### src/verilog/char_lcd_pkg.sv
// constants, types and shared functions of the character display host port
`default_nettype none
package char_lcd_pkg;
  // clock and execution times
  localparam int CLK_PERIOD_NS = 50;
  localparam int LONG_EXEC_NS  = 1_530_000;
  localparam int SHORT_EXEC_NS = 39_000;
  localparam int DATA_EXEC_NS  = 43_000;
  localparam int LONG_EXEC_CYC =
    (LONG_EXEC_NS + CLK_PERIOD_NS - 1) / CLK_PERIOD_NS;
  localparam int SHORT_EXEC_CYC =
    (SHORT_EXEC_NS + CLK_PERIOD_NS - 1) / CLK_PERIOD_NS;
  localparam int DATA_EXEC_CYC =
    (DATA_EXEC_NS + CLK_PERIOD_NS - 1) / CLK_PERIOD_NS;
  localparam int BUSY_W        = 16;
  // memory geometry
  localparam int DISP_CHARS    = 80;
  localparam int LINE_CHARS    = 20;
  localparam int GLYPH_BYTES   = 64;
  localparam logic [4:0] LAST_COL = 5'h13;
  // bit positions of instruction codes and fields
  localparam int OP_DISP_BIT   = 7;
  localparam int OP_GLYPH_BIT  = 6;
  localparam int OP_FUNC_BIT   = 5;
  localparam int OP_SHIFT_BIT  = 4;
  localparam int OP_DCTL_BIT   = 3;
  localparam int OP_ENTRY_BIT  = 2;
  localparam int OP_HOME_BIT   = 1;
  localparam int OP_CLEAR_BIT  = 0;
  localparam int ENTRY_INC_BIT = 1;
  localparam int DCTL_ON_BIT   = 2;
  localparam int FUNC_FONT_BIT = 2;
  // reset values
  localparam logic [7:0] RST_ADDR  = 8'h00;
  localparam logic [7:0] RST_BYTE  = 8'h00;
  localparam logic       RST_INC   = 1'b1;
  localparam logic       RST_ON    = 1'b0;
  localparam logic       RST_TALL  = 1'b0;

  typedef enum logic [3:0] {
    OP_NONE, OP_CLEAR, OP_HOME, OP_ENTRY, OP_DCTL,
    OP_SHIFT, OP_FUNC, OP_GLYPH_ADDR, OP_DISP_ADDR
  } op_e;

  // host pins sampled together
  typedef struct packed {
    logic       register_select;
    logic       read_write;
    logic [7:0] data;
  } pin_s;

  // line and column to display memory index
  function automatic logic [6:0] disp_index(input logic [1:0] line,
                                            input logic [4:0] col);
    disp_index = 7'(7'(line) * 7'd20 + 7'(col));
  endfunction : disp_index

  // highest set bit selects the instruction
  function automatic op_e decode_op(input logic [7:0] code);
    if      (code[OP_DISP_BIT])  decode_op = OP_DISP_ADDR;
    else if (code[OP_GLYPH_BIT]) decode_op = OP_GLYPH_ADDR;
    else if (code[OP_FUNC_BIT])  decode_op = OP_FUNC;
    else if (code[OP_SHIFT_BIT]) decode_op = OP_SHIFT;
    else if (code[OP_DCTL_BIT])  decode_op = OP_DCTL;
    else if (code[OP_ENTRY_BIT]) decode_op = OP_ENTRY;
    else if (code[OP_HOME_BIT])  decode_op = OP_HOME;
    else if (code[OP_CLEAR_BIT]) decode_op = OP_CLEAR;
    else                         decode_op = OP_NONE;
  endfunction : decode_op
endpackage : char_lcd_pkg
`default_nettype wire

### src/verilog/char_lcd_host_port.sv
// host port, address counter, memories and scan lookup of the display
`default_nettype none
module char_lcd_host_port #(
  parameter int LONG_EXEC_CYCLES = char_lcd_pkg::LONG_EXEC_CYC
) (
  input  wire logic       mclk,
  input  wire logic       rst,
  input  wire logic       register_select,
  input  wire logic       read_write,
  input  wire logic       strobe,
  input  wire logic [7:0] bus_in,
  input  wire logic [1:0] scan_line,
  input  wire logic [4:0] scan_col,
  input  wire logic [3:0] scan_row,
  output logic      [7:0] bus_out,
  output logic            bus_oe_n,
  output logic            busy_flag,
  output logic      [4:0] pixel_row
);
  localparam int BW = char_lcd_pkg::BUSY_W;

  // pin synchronisers, filtered pins and held sample
  logic [2:0]         stb_sync_r;
  logic [2:0]         stb_sync_nxt;
  logic               stb_f_r, stb_f_nxt;
  char_lcd_pkg::pin_s pin_s1_r, pin_s2_r, pin_s3_r, pin_f_r, hold_r;
  char_lcd_pkg::pin_s pin_now, pin_f_nxt, hold_nxt, agree;
  logic               stb_fall;

  // control state
  logic [7:0]    ac_r, ac_nxt;
  logic          sel_glyph_r, sel_glyph_nxt;
  logic          inc_r, inc_nxt;
  logic          disp_on_r, disp_on_nxt;
  logic          font_tall_r, font_tall_nxt;
  logic [BW-1:0] busy_cnt_r, busy_cnt_nxt;
  logic          clearing_r, clearing_nxt;
  logic [6:0]    clr_idx_r, clr_idx_nxt;
  logic [7:0]    instruction_register_r, instruction_register_nxt;
  logic [7:0]    data_register_r, data_register_nxt;
  logic          busy_flag_nxt;
  char_lcd_pkg::op_e op;

  // memories and their write port
  logic [7:0] disp_mem  [char_lcd_pkg::DISP_CHARS];
  logic [7:0] glyph_mem [char_lcd_pkg::GLYPH_BYTES];
  logic       disp_we, glyph_we;
  logic [6:0] disp_wa;
  logic [7:0] mem_wd;
  logic [6:0] ac_idx;
  logic       ac_valid;
  logic [7:0] ac_rd;

  // bus and scan outputs
  logic [7:0] bus_out_nxt;
  logic       bus_oe_n_nxt;
  logic [4:0] pixel_nxt;

  // next address after a data access in the chosen direction
  function automatic logic [7:0] step_addr(input logic [7:0] a,
                                           input logic up,
                                           input logic glyph);
    if (glyph)
      step_addr = {2'b00, up ? 6'(a[5:0] + 6'd1) : 6'(a[5:0] - 6'd1)};
    else if (up && a[4:0] >= char_lcd_pkg::LAST_COL)
      step_addr = {2'(a[7:6] + 2'd1), 6'h00};
    else if (!up && a[4:0] == 5'h00)
      step_addr = {2'(a[7:6] - 2'd1), 1'b0, char_lcd_pkg::LAST_COL};
    else
      step_addr = up ? 8'(a + 8'h01) : 8'(a - 8'h01);
  endfunction : step_addr

  // fixed glyph pattern row, five dots wide
  function automatic logic [4:0] rom_row(input logic [7:0] code,
                                         input logic [3:0] row);
    rom_row = code[4:0] ^ {row, 1'b0};
  endfunction : rom_row

  // filter pins: a bit changes once stages two and three agree
  always_comb begin
    pin_now.register_select = register_select;
    pin_now.read_write      = read_write;
    pin_now.data            = bus_in;
    stb_sync_nxt = {stb_sync_r[1:0], strobe};
    stb_f_nxt    = (stb_sync_r[1] == stb_sync_r[2]) ? stb_sync_r[2]
                                                    : stb_f_r;
    agree        = ~(pin_s2_r ^ pin_s3_r);
    pin_f_nxt    = (pin_s3_r & agree) | (pin_f_r & ~agree);
    hold_nxt     = stb_f_r ? pin_f_r : hold_r;
    stb_fall     = stb_f_r && (stb_sync_r[1] == stb_sync_r[2])
                   && !stb_sync_r[2];
  end

  always_ff @(posedge mclk) begin
    if (rst) begin
      stb_sync_r <= 3'b000;
      stb_f_r    <= 1'b0;
      pin_s1_r   <= '0;
      pin_s2_r   <= '0;
      pin_s3_r   <= '0;
      pin_f_r    <= '0;
      hold_r     <= '0;
    end else begin
      stb_sync_r <= stb_sync_nxt;
      stb_f_r    <= stb_f_nxt;
      pin_s1_r   <= pin_now;
      pin_s2_r   <= pin_s1_r;
      pin_s3_r   <= pin_s2_r;
      pin_f_r    <= pin_f_nxt;
      hold_r     <= hold_nxt;
    end
  end

  // address decode and memory read at the address counter
  always_comb begin
    ac_idx   = char_lcd_pkg::disp_index(ac_r[7:6], ac_r[4:0]);
    ac_valid = !ac_r[5] && ac_r[4:0] <= char_lcd_pkg::LAST_COL;
    if (sel_glyph_r)
      ac_rd = glyph_mem[ac_r[5:0]];
    else
      ac_rd = ac_valid ? disp_mem[ac_idx] : 8'h00;
  end

  // host transfers, instruction execution and busy timing
  always_comb begin
    ac_nxt                   = ac_r;
    sel_glyph_nxt            = sel_glyph_r;
    inc_nxt                  = inc_r;
    disp_on_nxt              = disp_on_r;
    font_tall_nxt            = font_tall_r;
    busy_cnt_nxt             = busy_cnt_r;
    clearing_nxt             = clearing_r;
    clr_idx_nxt              = clr_idx_r;
    instruction_register_nxt = instruction_register_r;
    data_register_nxt        = data_register_r;
    disp_we                  = 1'b0;
    glyph_we                 = 1'b0;
    disp_wa                  = ac_idx;
    mem_wd                   = hold_r.data;
    op = char_lcd_pkg::decode_op(instruction_register_r);
    // count down; reload data register as the operation ends
    if (busy_cnt_r != '0) begin
      busy_cnt_nxt = BW'(busy_cnt_r - 1'b1);
      if (busy_cnt_r == BW'(1))
        data_register_nxt = ac_rd;
    end
    // clear fills display memory one entry per cycle
    if (clearing_r) begin
      disp_we = 1'b1;
      disp_wa = clr_idx_r;
      mem_wd  = 8'h00;
      clr_idx_nxt = 7'(clr_idx_r + 7'd1);
      if (clr_idx_r == 7'(char_lcd_pkg::DISP_CHARS - 1))
        clearing_nxt = 1'b0;
    end
    if (stb_fall && busy_cnt_r == '0) begin
      unique case ({hold_r.register_select, hold_r.read_write})
        2'b00: begin
          instruction_register_nxt = hold_r.data;
          op = char_lcd_pkg::decode_op(hold_r.data);
          busy_cnt_nxt = BW'(char_lcd_pkg::SHORT_EXEC_CYC);
          unique case (op)
            char_lcd_pkg::OP_CLEAR: begin
              busy_cnt_nxt  = BW'(LONG_EXEC_CYCLES);
              clearing_nxt  = 1'b1;
              clr_idx_nxt   = 7'd0;
              ac_nxt        = char_lcd_pkg::RST_ADDR;
              sel_glyph_nxt = 1'b0;
              inc_nxt       = char_lcd_pkg::RST_INC;
            end
            char_lcd_pkg::OP_HOME: begin
              busy_cnt_nxt  = BW'(LONG_EXEC_CYCLES);
              ac_nxt        = char_lcd_pkg::RST_ADDR;
              sel_glyph_nxt = 1'b0;
            end
            char_lcd_pkg::OP_ENTRY:
              inc_nxt = hold_r.data[char_lcd_pkg::ENTRY_INC_BIT];
            char_lcd_pkg::OP_DCTL:
              disp_on_nxt = hold_r.data[char_lcd_pkg::DCTL_ON_BIT];
            char_lcd_pkg::OP_FUNC:
              font_tall_nxt = hold_r.data[char_lcd_pkg::FUNC_FONT_BIT];
            char_lcd_pkg::OP_GLYPH_ADDR: begin
              ac_nxt        = {2'b00, hold_r.data[5:0]};
              sel_glyph_nxt = 1'b1;
            end
            char_lcd_pkg::OP_DISP_ADDR: begin
              ac_nxt        = {1'b0, hold_r.data[6:0]};
              sel_glyph_nxt = 1'b0;
            end
            char_lcd_pkg::OP_SHIFT: ;
            char_lcd_pkg::OP_NONE:
              busy_cnt_nxt = '0;
          endcase
        end
        2'b10: begin
          data_register_nxt = hold_r.data;
          glyph_we = sel_glyph_r;
          disp_we  = !sel_glyph_r && ac_valid;
          ac_nxt   = step_addr(ac_r, inc_r, sel_glyph_r);
          busy_cnt_nxt = BW'(char_lcd_pkg::DATA_EXEC_CYC);
        end
        2'b11: begin
          ac_nxt   = step_addr(ac_r, inc_r, sel_glyph_r);
          busy_cnt_nxt = BW'(char_lcd_pkg::DATA_EXEC_CYC);
        end
        2'b01: ;
      endcase
    end
    busy_flag_nxt = (busy_cnt_nxt != '0);
  end

  always_ff @(posedge mclk) begin
    if (rst) begin
      ac_r                   <= char_lcd_pkg::RST_ADDR;
      sel_glyph_r            <= 1'b0;
      inc_r                  <= char_lcd_pkg::RST_INC;
      disp_on_r              <= char_lcd_pkg::RST_ON;
      font_tall_r            <= char_lcd_pkg::RST_TALL;
      busy_cnt_r             <= '0;
      clearing_r             <= 1'b0;
      clr_idx_r              <= 7'd0;
      instruction_register_r <= char_lcd_pkg::RST_BYTE;
      data_register_r        <= char_lcd_pkg::RST_BYTE;
      busy_flag              <= 1'b0;
    end else begin
      ac_r                   <= ac_nxt;
      sel_glyph_r            <= sel_glyph_nxt;
      inc_r                  <= inc_nxt;
      disp_on_r              <= disp_on_nxt;
      font_tall_r            <= font_tall_nxt;
      busy_cnt_r             <= busy_cnt_nxt;
      clearing_r             <= clearing_nxt;
      clr_idx_r              <= clr_idx_nxt;
      instruction_register_r <= instruction_register_nxt;
      data_register_r        <= data_register_nxt;
      busy_flag              <= busy_flag_nxt;
    end
  end

  // memory arrays, contents undefined until written or cleared
  always_ff @(posedge mclk) begin
    if (disp_we)
      disp_mem[disp_wa] <= mem_wd;
    if (glyph_we)
      glyph_mem[ac_r[5:0]] <= mem_wd;
  end

  // read drive while strobe high with read selected
  always_comb begin
    bus_oe_n_nxt = !(stb_f_r && pin_f_r.read_write);
    if (pin_f_r.register_select)
      bus_out_nxt = data_register_r;
    else
      bus_out_nxt = {busy_flag, ac_r[6:0]};
  end

  // glyph lookup for the scanned character cell
  always_comb begin
    logic [7:0] code;
    logic [5:0] ga;
    logic       row_ok;
    code   = 8'h00;
    ga     = 6'h00;
    row_ok = 1'b0;
    pixel_nxt = 5'h00;
    if (scan_col <= char_lcd_pkg::LAST_COL) begin
      code = disp_mem[char_lcd_pkg::disp_index(scan_line, scan_col)];
      row_ok = font_tall_r ? (scan_row <= 4'd9) : !scan_row[3];
      ga = font_tall_r ? {code[2:1], scan_row}
                       : {code[2:0], scan_row[2:0]};
      if (disp_on_r && row_ok)
        pixel_nxt = (code[7:4] == 4'h0) ? glyph_mem[ga][4:0]
                                        : rom_row(code, scan_row);
    end
  end

  always_ff @(posedge mclk) begin
    if (rst) begin
      bus_out   <= 8'h00;
      bus_oe_n  <= 1'b1;
      pixel_row <= 5'h00;
    end else begin
      bus_out   <= bus_out_nxt;
      bus_oe_n  <= bus_oe_n_nxt;
      pixel_row <= pixel_nxt;
    end
  end
endmodule : char_lcd_host_port
`default_nettype wire

### config.mk
export PLATFORM = sky130hd
export DESIGN_NAME = char_lcd_host_port
export DESIGN_NICKNAME = d
export VERILOG_FILES = /design/src/verilog/char_lcd_pkg.sv /design/src/verilog/char_lcd_host_port.sv
export SDC_FILE = /design/constraint.sdc
export NUM_CORES = 2
export LEC_CHECK = 0
export ABC_CLOCK_PERIOD_IN_PS = 16010
export BUFFER_PORTS_ARGS = -buffer_cell sky130_fd_sc_hd__buf_2
export CAP_MARGIN = 25
export CORE_AREA = 8 8 334 336
export CTS_CLUSTER_DIAMETER = 200
export DETAILED_ROUTE_END_ITERATION = 12
export DIE_AREA = 0 0 342 344
export GPL_TIMING_DRIVEN = 1
export PLACE_DENSITY = 0.73
export SLEW_MARGIN = 20
export SYNTH_ARGS = -nofsm -noshare
export SYNTH_HDL_FRONTEND = slang
export SYNTH_SLANG_ARGS = --single-unit
### constraint.sdc
create_clock -name mclk -period 16.01 [get_ports mclk]
set_input_delay 1.601 -clock mclk [delete_from_list [all_inputs] [get_ports mclk]]
set_output_delay 1.601 -clock mclk [all_outputs]
set_load 0.02 [all_outputs]
Word level (Yosys, flattened, before mapping) --
Memory sizes are Yosys's and may differ from the RTL's. A register that Yosys moved wholly into a read port is not among the register bits. Index checks and enable logic that the tools add are counted.
Storage, ports and cells: bits in registers 113, bits in writable memories 1152, memories 2
Operators by class: add/sub/neg operators 10, $mul 2, $lt $le $gt $ge 4, equality and inequality tests 13, mux-type cells 55, bitwise logic cells 9, reductions and logical operators 34
Memory list:
- disp_mem | depth 80, width 8, rd ports 2, clocked after memory_dff 0, wr ports 1, RTL line char_lcd_host_port.sv:45 | logic [7:0] disp_mem [char_lcd_pkg::DISP_CHARS];
- glyph_mem | depth 64, width 8, rd ports 2, clocked after memory_dff 1, wr ports 1, RTL line char_lcd_host_port.sv:46 | logic [7:0] glyph_mem [char_lcd_pkg::GLYPH_BYTES];
Operators by type and width (count):
- $mux 8 | 12
- $mux 7 | 5
- $mux 16 | 2
- $pmux 16 s2 | 1
- $reduce_bool 16->1 | 2
- $pmux 15 s2 | 1
- $pmux 8 s3 | 1
- $and 10x10->10 | 2
- $not 10->10 | 2
- $mux 6 | 3
- $eq 16x1->1 const B | 1
- $logic_not 16->1 | 1
- $mux 1 | 16
- $mux 4 | 4
- $pmux 8 s2 | 1
- $sub 16x1->16 const B | 1
- $reduce_and 3->1 | 5
- $add 7x5->7 | 2
- $eq 4x3->1 const B | 3
- $mux 3 | 4
- $le 5x5->1 const B | 2
- $mul 2x3->5 const B | 2
- $or 10x10->10 | 1
- $xor 10x10->10 | 1
- other kinds (29) | 52

Depth between registers and ports, before layout --
depth after elaboration 16, depth in mapped cells 17

Worst setup path after synthesis --
Ideal clock, no wire load.
kind register -> register, start register clearing_r, end memory disp_mem[0][2], data pin, data arrival time 4414 ps, required time 15104 ps, slack 10690 ps, cell stages (with the launch flop) 5, buffers on the path 3, cell sequence dfxtp_1 -> clkbuf_1 -> clkbuf_1 -> buf_1 -> nor2b_1
On the way: word-level cells in the longest chain between the ends 1
Ends and longest elaborated chain:
- from (decl) | RTL line char_lcd_host_port.sv:37 | logic clearing_r, clearing_nxt;
- from (signal assigned) | RTL line char_lcd_host_port.sv:232 | clearing_r <= clearing_nxt;
- $mux 8 | RTL line char_lcd_host_port.sv:148 | if (clearing_r) begin
- named net mem_wd[2] | RTL line char_lcd_host_port.sv:49 | logic [7:0] mem_wd;
- to (decl) | RTL line char_lcd_host_port.sv:45
The timed path passes the listed nets, and every way through them passes these cells.

Worst setup path after layout --
start input port scan_line[0], end register pixel_row[1]
On the way: word-level cells in the longest chain between the ends 6, elaborated cells on any way between the ends 8, classes of those cells 1 x add/sub; 1 x mul; 2 x mux; 1 x bitwise; 1 x reduce/logical; 2 x memory
Ends and longest elaborated chain:
- from (decl) | RTL line char_lcd_host_port.sv:12 | input wire logic [1:0] scan_line,
- $mul 2x3->5 (*) | RTL line char_lcd_pkg.sv:55 | disp_index = 7'(7'(line) * 7'd20 + 7'(col));
- $add 7x5->7 (*) | RTL line char_lcd_pkg.sv:55
- $mem_v2 80x8 (*)
- $mux 4 | RTL line char_lcd_host_port.sv:269 | ga = font_tall_r ? {code[2:1], scan_row}
- $mem_v2 64x8
- $mux 5 (*) | RTL line char_lcd_host_port.sv:272 | pixel_nxt = (code[7:4] == 4'h0) ? glyph_mem[ga][4:0]
- to (signal assigned) | RTL line char_lcd_host_port.sv:285 | pixel_row <= pixel_nxt;
- to (decl) | RTL line char_lcd_host_port.sv:18 | output logic [4:0] pixel_row
Mark *: on every way between the ends. The rest lies on a longest branch, timed or not. A chain may end at the register's enable or synchronous reset.

==> impl_metrics.py <==
metrics = {
    "run_status": {
        "outcome": "completed",
    },
    "setup_path": {
        "worstSetupPathType": "in2reg",
        "critPathMaxStageDelay_ns": 0.86,
        "r2r_cells": 10,
        "crit_top_cell": "a41o_1",
        "cp-start-kind": "input pin",
        "critPathArrivalTime_ns": 6.50,
        "cp_max_fo": 53,
        "required_ns": 16.68,
        "cpMaxStageDelayCell": "ha_4",
        "cp_cell_sequence": "buf_2 -> ha_4 -> buf_4 -> or2_0 -> a211oi_1 -> nor4_1 -> a221oi_1 -> o32ai_1 -> a32oi_2 -> nor2_1 -> and2_1 -> a41o_1 -> a41o_1",
        "critPathCaptureType": "register",
    },
    "drt": {
        "vias": 33151,
        "wl_um": 158000,
        "drc": 0,
        "ant_nets": 0,
        "dr.pass1.iters": 7,
        "wl_per_cell_um": 33.1,
        "drt_first_iter_violations": 4425,
        "routed_via_density": 6.96,
    },
    "power": {
        "power.total_mw": 7.26,
        "switching_power_mw": 1.62,
        "p_int_mw": 5.64,
        "cellPowerDensity_nw_per_um2": 113,
        "swShare_pct": 22.3,
        "p_clk_share_pct": 43.5,
        "ir_drop_mv": 0.0962,
        "pwr-share-seq_pct": 49.7,
        "comb_power_share_pct": 6.8,
        "p_leak_nw": 20.5,
    },
    "synth": {
        "synthTopCellsByCount": "edfxtp_1 (1152), mux4_2 (558), nor2_1 (271)",
        "synth-edff-count": 1152,
        "synth_top_area_share_pct": 59.8,
        "synth_cell_types": 96,
        "syn-num-nets": 3241,
        "synthCells": 3198,
        "synth_async_sr_flop_share_pct": 0,
        "synth_ff_type": "edfxtp_1",
        "ys_ff_latch": 1271,
        "yosys_warnings": 0,
        "yosys.area.top_type": "edfxtp_1",
        "avgSynthCellArea_um2": 18.1,
        "synthTopCellsByArea": "edfxtp_1 (60%), mux4_2 (22%), dfxtp_1 (4.1%)",
        "yosys.cell_count.top_type": "edfxtp_1",
        "ys_seq_area_share_pct": 63.9,
        "syn-cell-area_um2": 57900,
    },
    "timing": {
        "fin_skew_ns": 0.0363,
        "setup_viol": 0,
        "finalSetupTns_ns": 0,
        "slew_headroom_pct": 24.9,
        "layout_min_cycle_time_ns": 5.82,
        "timing.fmax_mhz": 172,
        "max_slew.worst_pin.slew_ns": 1.12,
        "rsz0062_at_grt": "false",
        "min_period_over_period_pct": 36.4,
        "layout_setup_ws_ns": 10.19,
        "slew_viol_final": 0,
        "finalHoldViolCount": 0,
        "whs_ns": 0.424,
    },
    "cells_and_area": {
        "final_nets": 3293,
        "area_delta_synth_final_pct": 10.9,
        "drive_gt1_share_pct": 29.1,
        "design_area_um2": 64200,
        "fillers": 7485,
    },
    "floorplan": {
        "initial_core_util_pct": 54.5,
        "die_x_um": 342,
        "fp.dieArea_um2": 118000,
        "rows": 120,
        "die_h_um": 344,
        "core-area_um2": 106000,
        "io_pins": 39,
    },
    "min_path": {
        "hold_depth": 1,
        "hp-class": "reg2reg",
    },
    "cts": {
        "ctsRootBufferMaster": "clkbuf_16",
        "cts-buffers-inserted": 134,
        "clockBufferDepth": 3,
        "cts_sinks": 1271,
        "clk-insertion-delay-late_ns": 0.76,
        "cts_resized": 0,
        "post_cts_buffers": 0,
        "ctsHoldBuffers": 0,
        "cts_tree": "done",
        "cts-htree-levels": 4,
        "clkTransAtPathRegs_ns": 0.06,
    },
    "global_routing": {
        "grt_max_degree": 113,
        "antenna_found_initial": 6,
        "grt-ovfl-total": 0,
        "grt_usage_pct": 26.8,
        "grt_pass1_vias": 33513,
        "grt_first_pass_wirelength_um": 231000,
    },
    "placed_design": {
        "hpwl_um": 102000,
        "place.gp.congestion": 0.910,
        "dpl-instance-area_um2": 59500,
        "io_buffers": 38,
        "dp_slack_ns": 9.46,
    },
    "run": {
        "cap_violations": 0,
    },
}
[cells in the final DEF, fill, tap and decap left out, types with 19 or more instances in the layout]
cell type,netlist,final
buf_2,44,34
buf_4,14,65
o21ai_0,41,41
nor3_1,64,64
xnor2_1,24,23
nor2b_1,46,40
nor4_1,20,20
nand3_1,43,43
a211oi_1,44,44
nand2_1,135,135
inv_1,19,19
edfxtp_1,1152,1152
mux2_2,25,25
dfxtp_1,119,113
clkbuf_16,0,140
a21oi_1,63,63
a22oi_1,27,27
nor2_1,271,250
clkinv_1,3,24
mux2i_1,106,106
mux4_2,558,558
clkinv_2,0,21
clkbuf_1,90,29
nor2_2,3,22
[worst paths after layout]
kind / start / endpoint / slack (ns)
max: scan_line[0] / pixel_row[1] / 10.19
min: register / bus_oe_n / 0.42
max reg2reg: busy_cnt_r[4] / disp_mem[51][7] / 11.07
min reg2reg: register / bus_oe_n / 0.42
[per-stage QoR]
stage	utilization [%]	std cells
finish	60.4	4764
global route	60.4	4762
CTS	60.1	4742
detailed placement	55.9	4497
global placement	55.7	4475
floorplan	-	3198
[cells by family (layout without fill, tap and decap cells)]
group	count (synthesis)	count (layout)	share of synthesized area [%]
multiplexers	692	692	24.1
XOR/XNOR	31	31	0.469
adder cells (fa/ha/maj)	19	19	0.450
AO/OA/AOI/OAI	283	283	3.55
other	0	2	0
AND/OR/NAND/NOR	670	670	5.43
flip-flops	1271	1271	63.9
buffers and inverters	232	393	2.10
[layout make-up]
class / count / area [µm²] / area share, %
tap: 1403 / 1760 / 2.73
inverter: 23 / 86.3 / 0.135
multi-input combinational: 1695 / 19900 / 31.0
timing repair buffer: 125 / 1040 / 1.61
clock inverter: 73 / 790 / 1.23
clock buffer: 172 / 3650 / 5.69
sequential: 1271 / 37000 / 57.6
antenna: 2 / 5.00 / 0.00780
[sequential cells by signal (all words and copies together), names as in the netlist, 3 cells and up, named ones only]
name	cells
pixel_row	5
disp_mem	640
busy_cnt_r	16
clr_idx_r	7
pin_s3_r	10
pin_s1_r	10
data_register_r	8
ac_r	8
pin_s2_r	10
bus_out	8
hold_r	10
glyph_mem	512
stb_sync_r	3
[layer usage]
layer	GRT usage [%]	wire (µm)	vias up
li1	-	-	13379
met1	36.7	58000	17180
met2	41.9	74300	2200
met3	6.76	19000	388
met4	10.2	6410	4
met5	0	27	-
[power by group through the flow]
stage,Combinational (mW),Sequential [mW],Clock (mW)
finish,0.497,3.61,3.15
global route,0.526,3.61,3.30
CTS,0.489,3.60,3.18
detailed placement,0.486,3.67,0
global placement,0.474,3.67,0
floorplan,0.369,3.67,0
[worst max-delay path: cells and delay by family]
| family | cells | cell delay [ns] |
|---|---|---|
| AOI/OAI and AO/OA | 6 | 1.49 |
| adders and majority gates | 1 | 0.86 |
| buffers and inverters | 2 | 0.84 |
| and+or+nand+nor | 4 | 1.63 |
No activity file was read; power rests on OpenSTA's default activity.
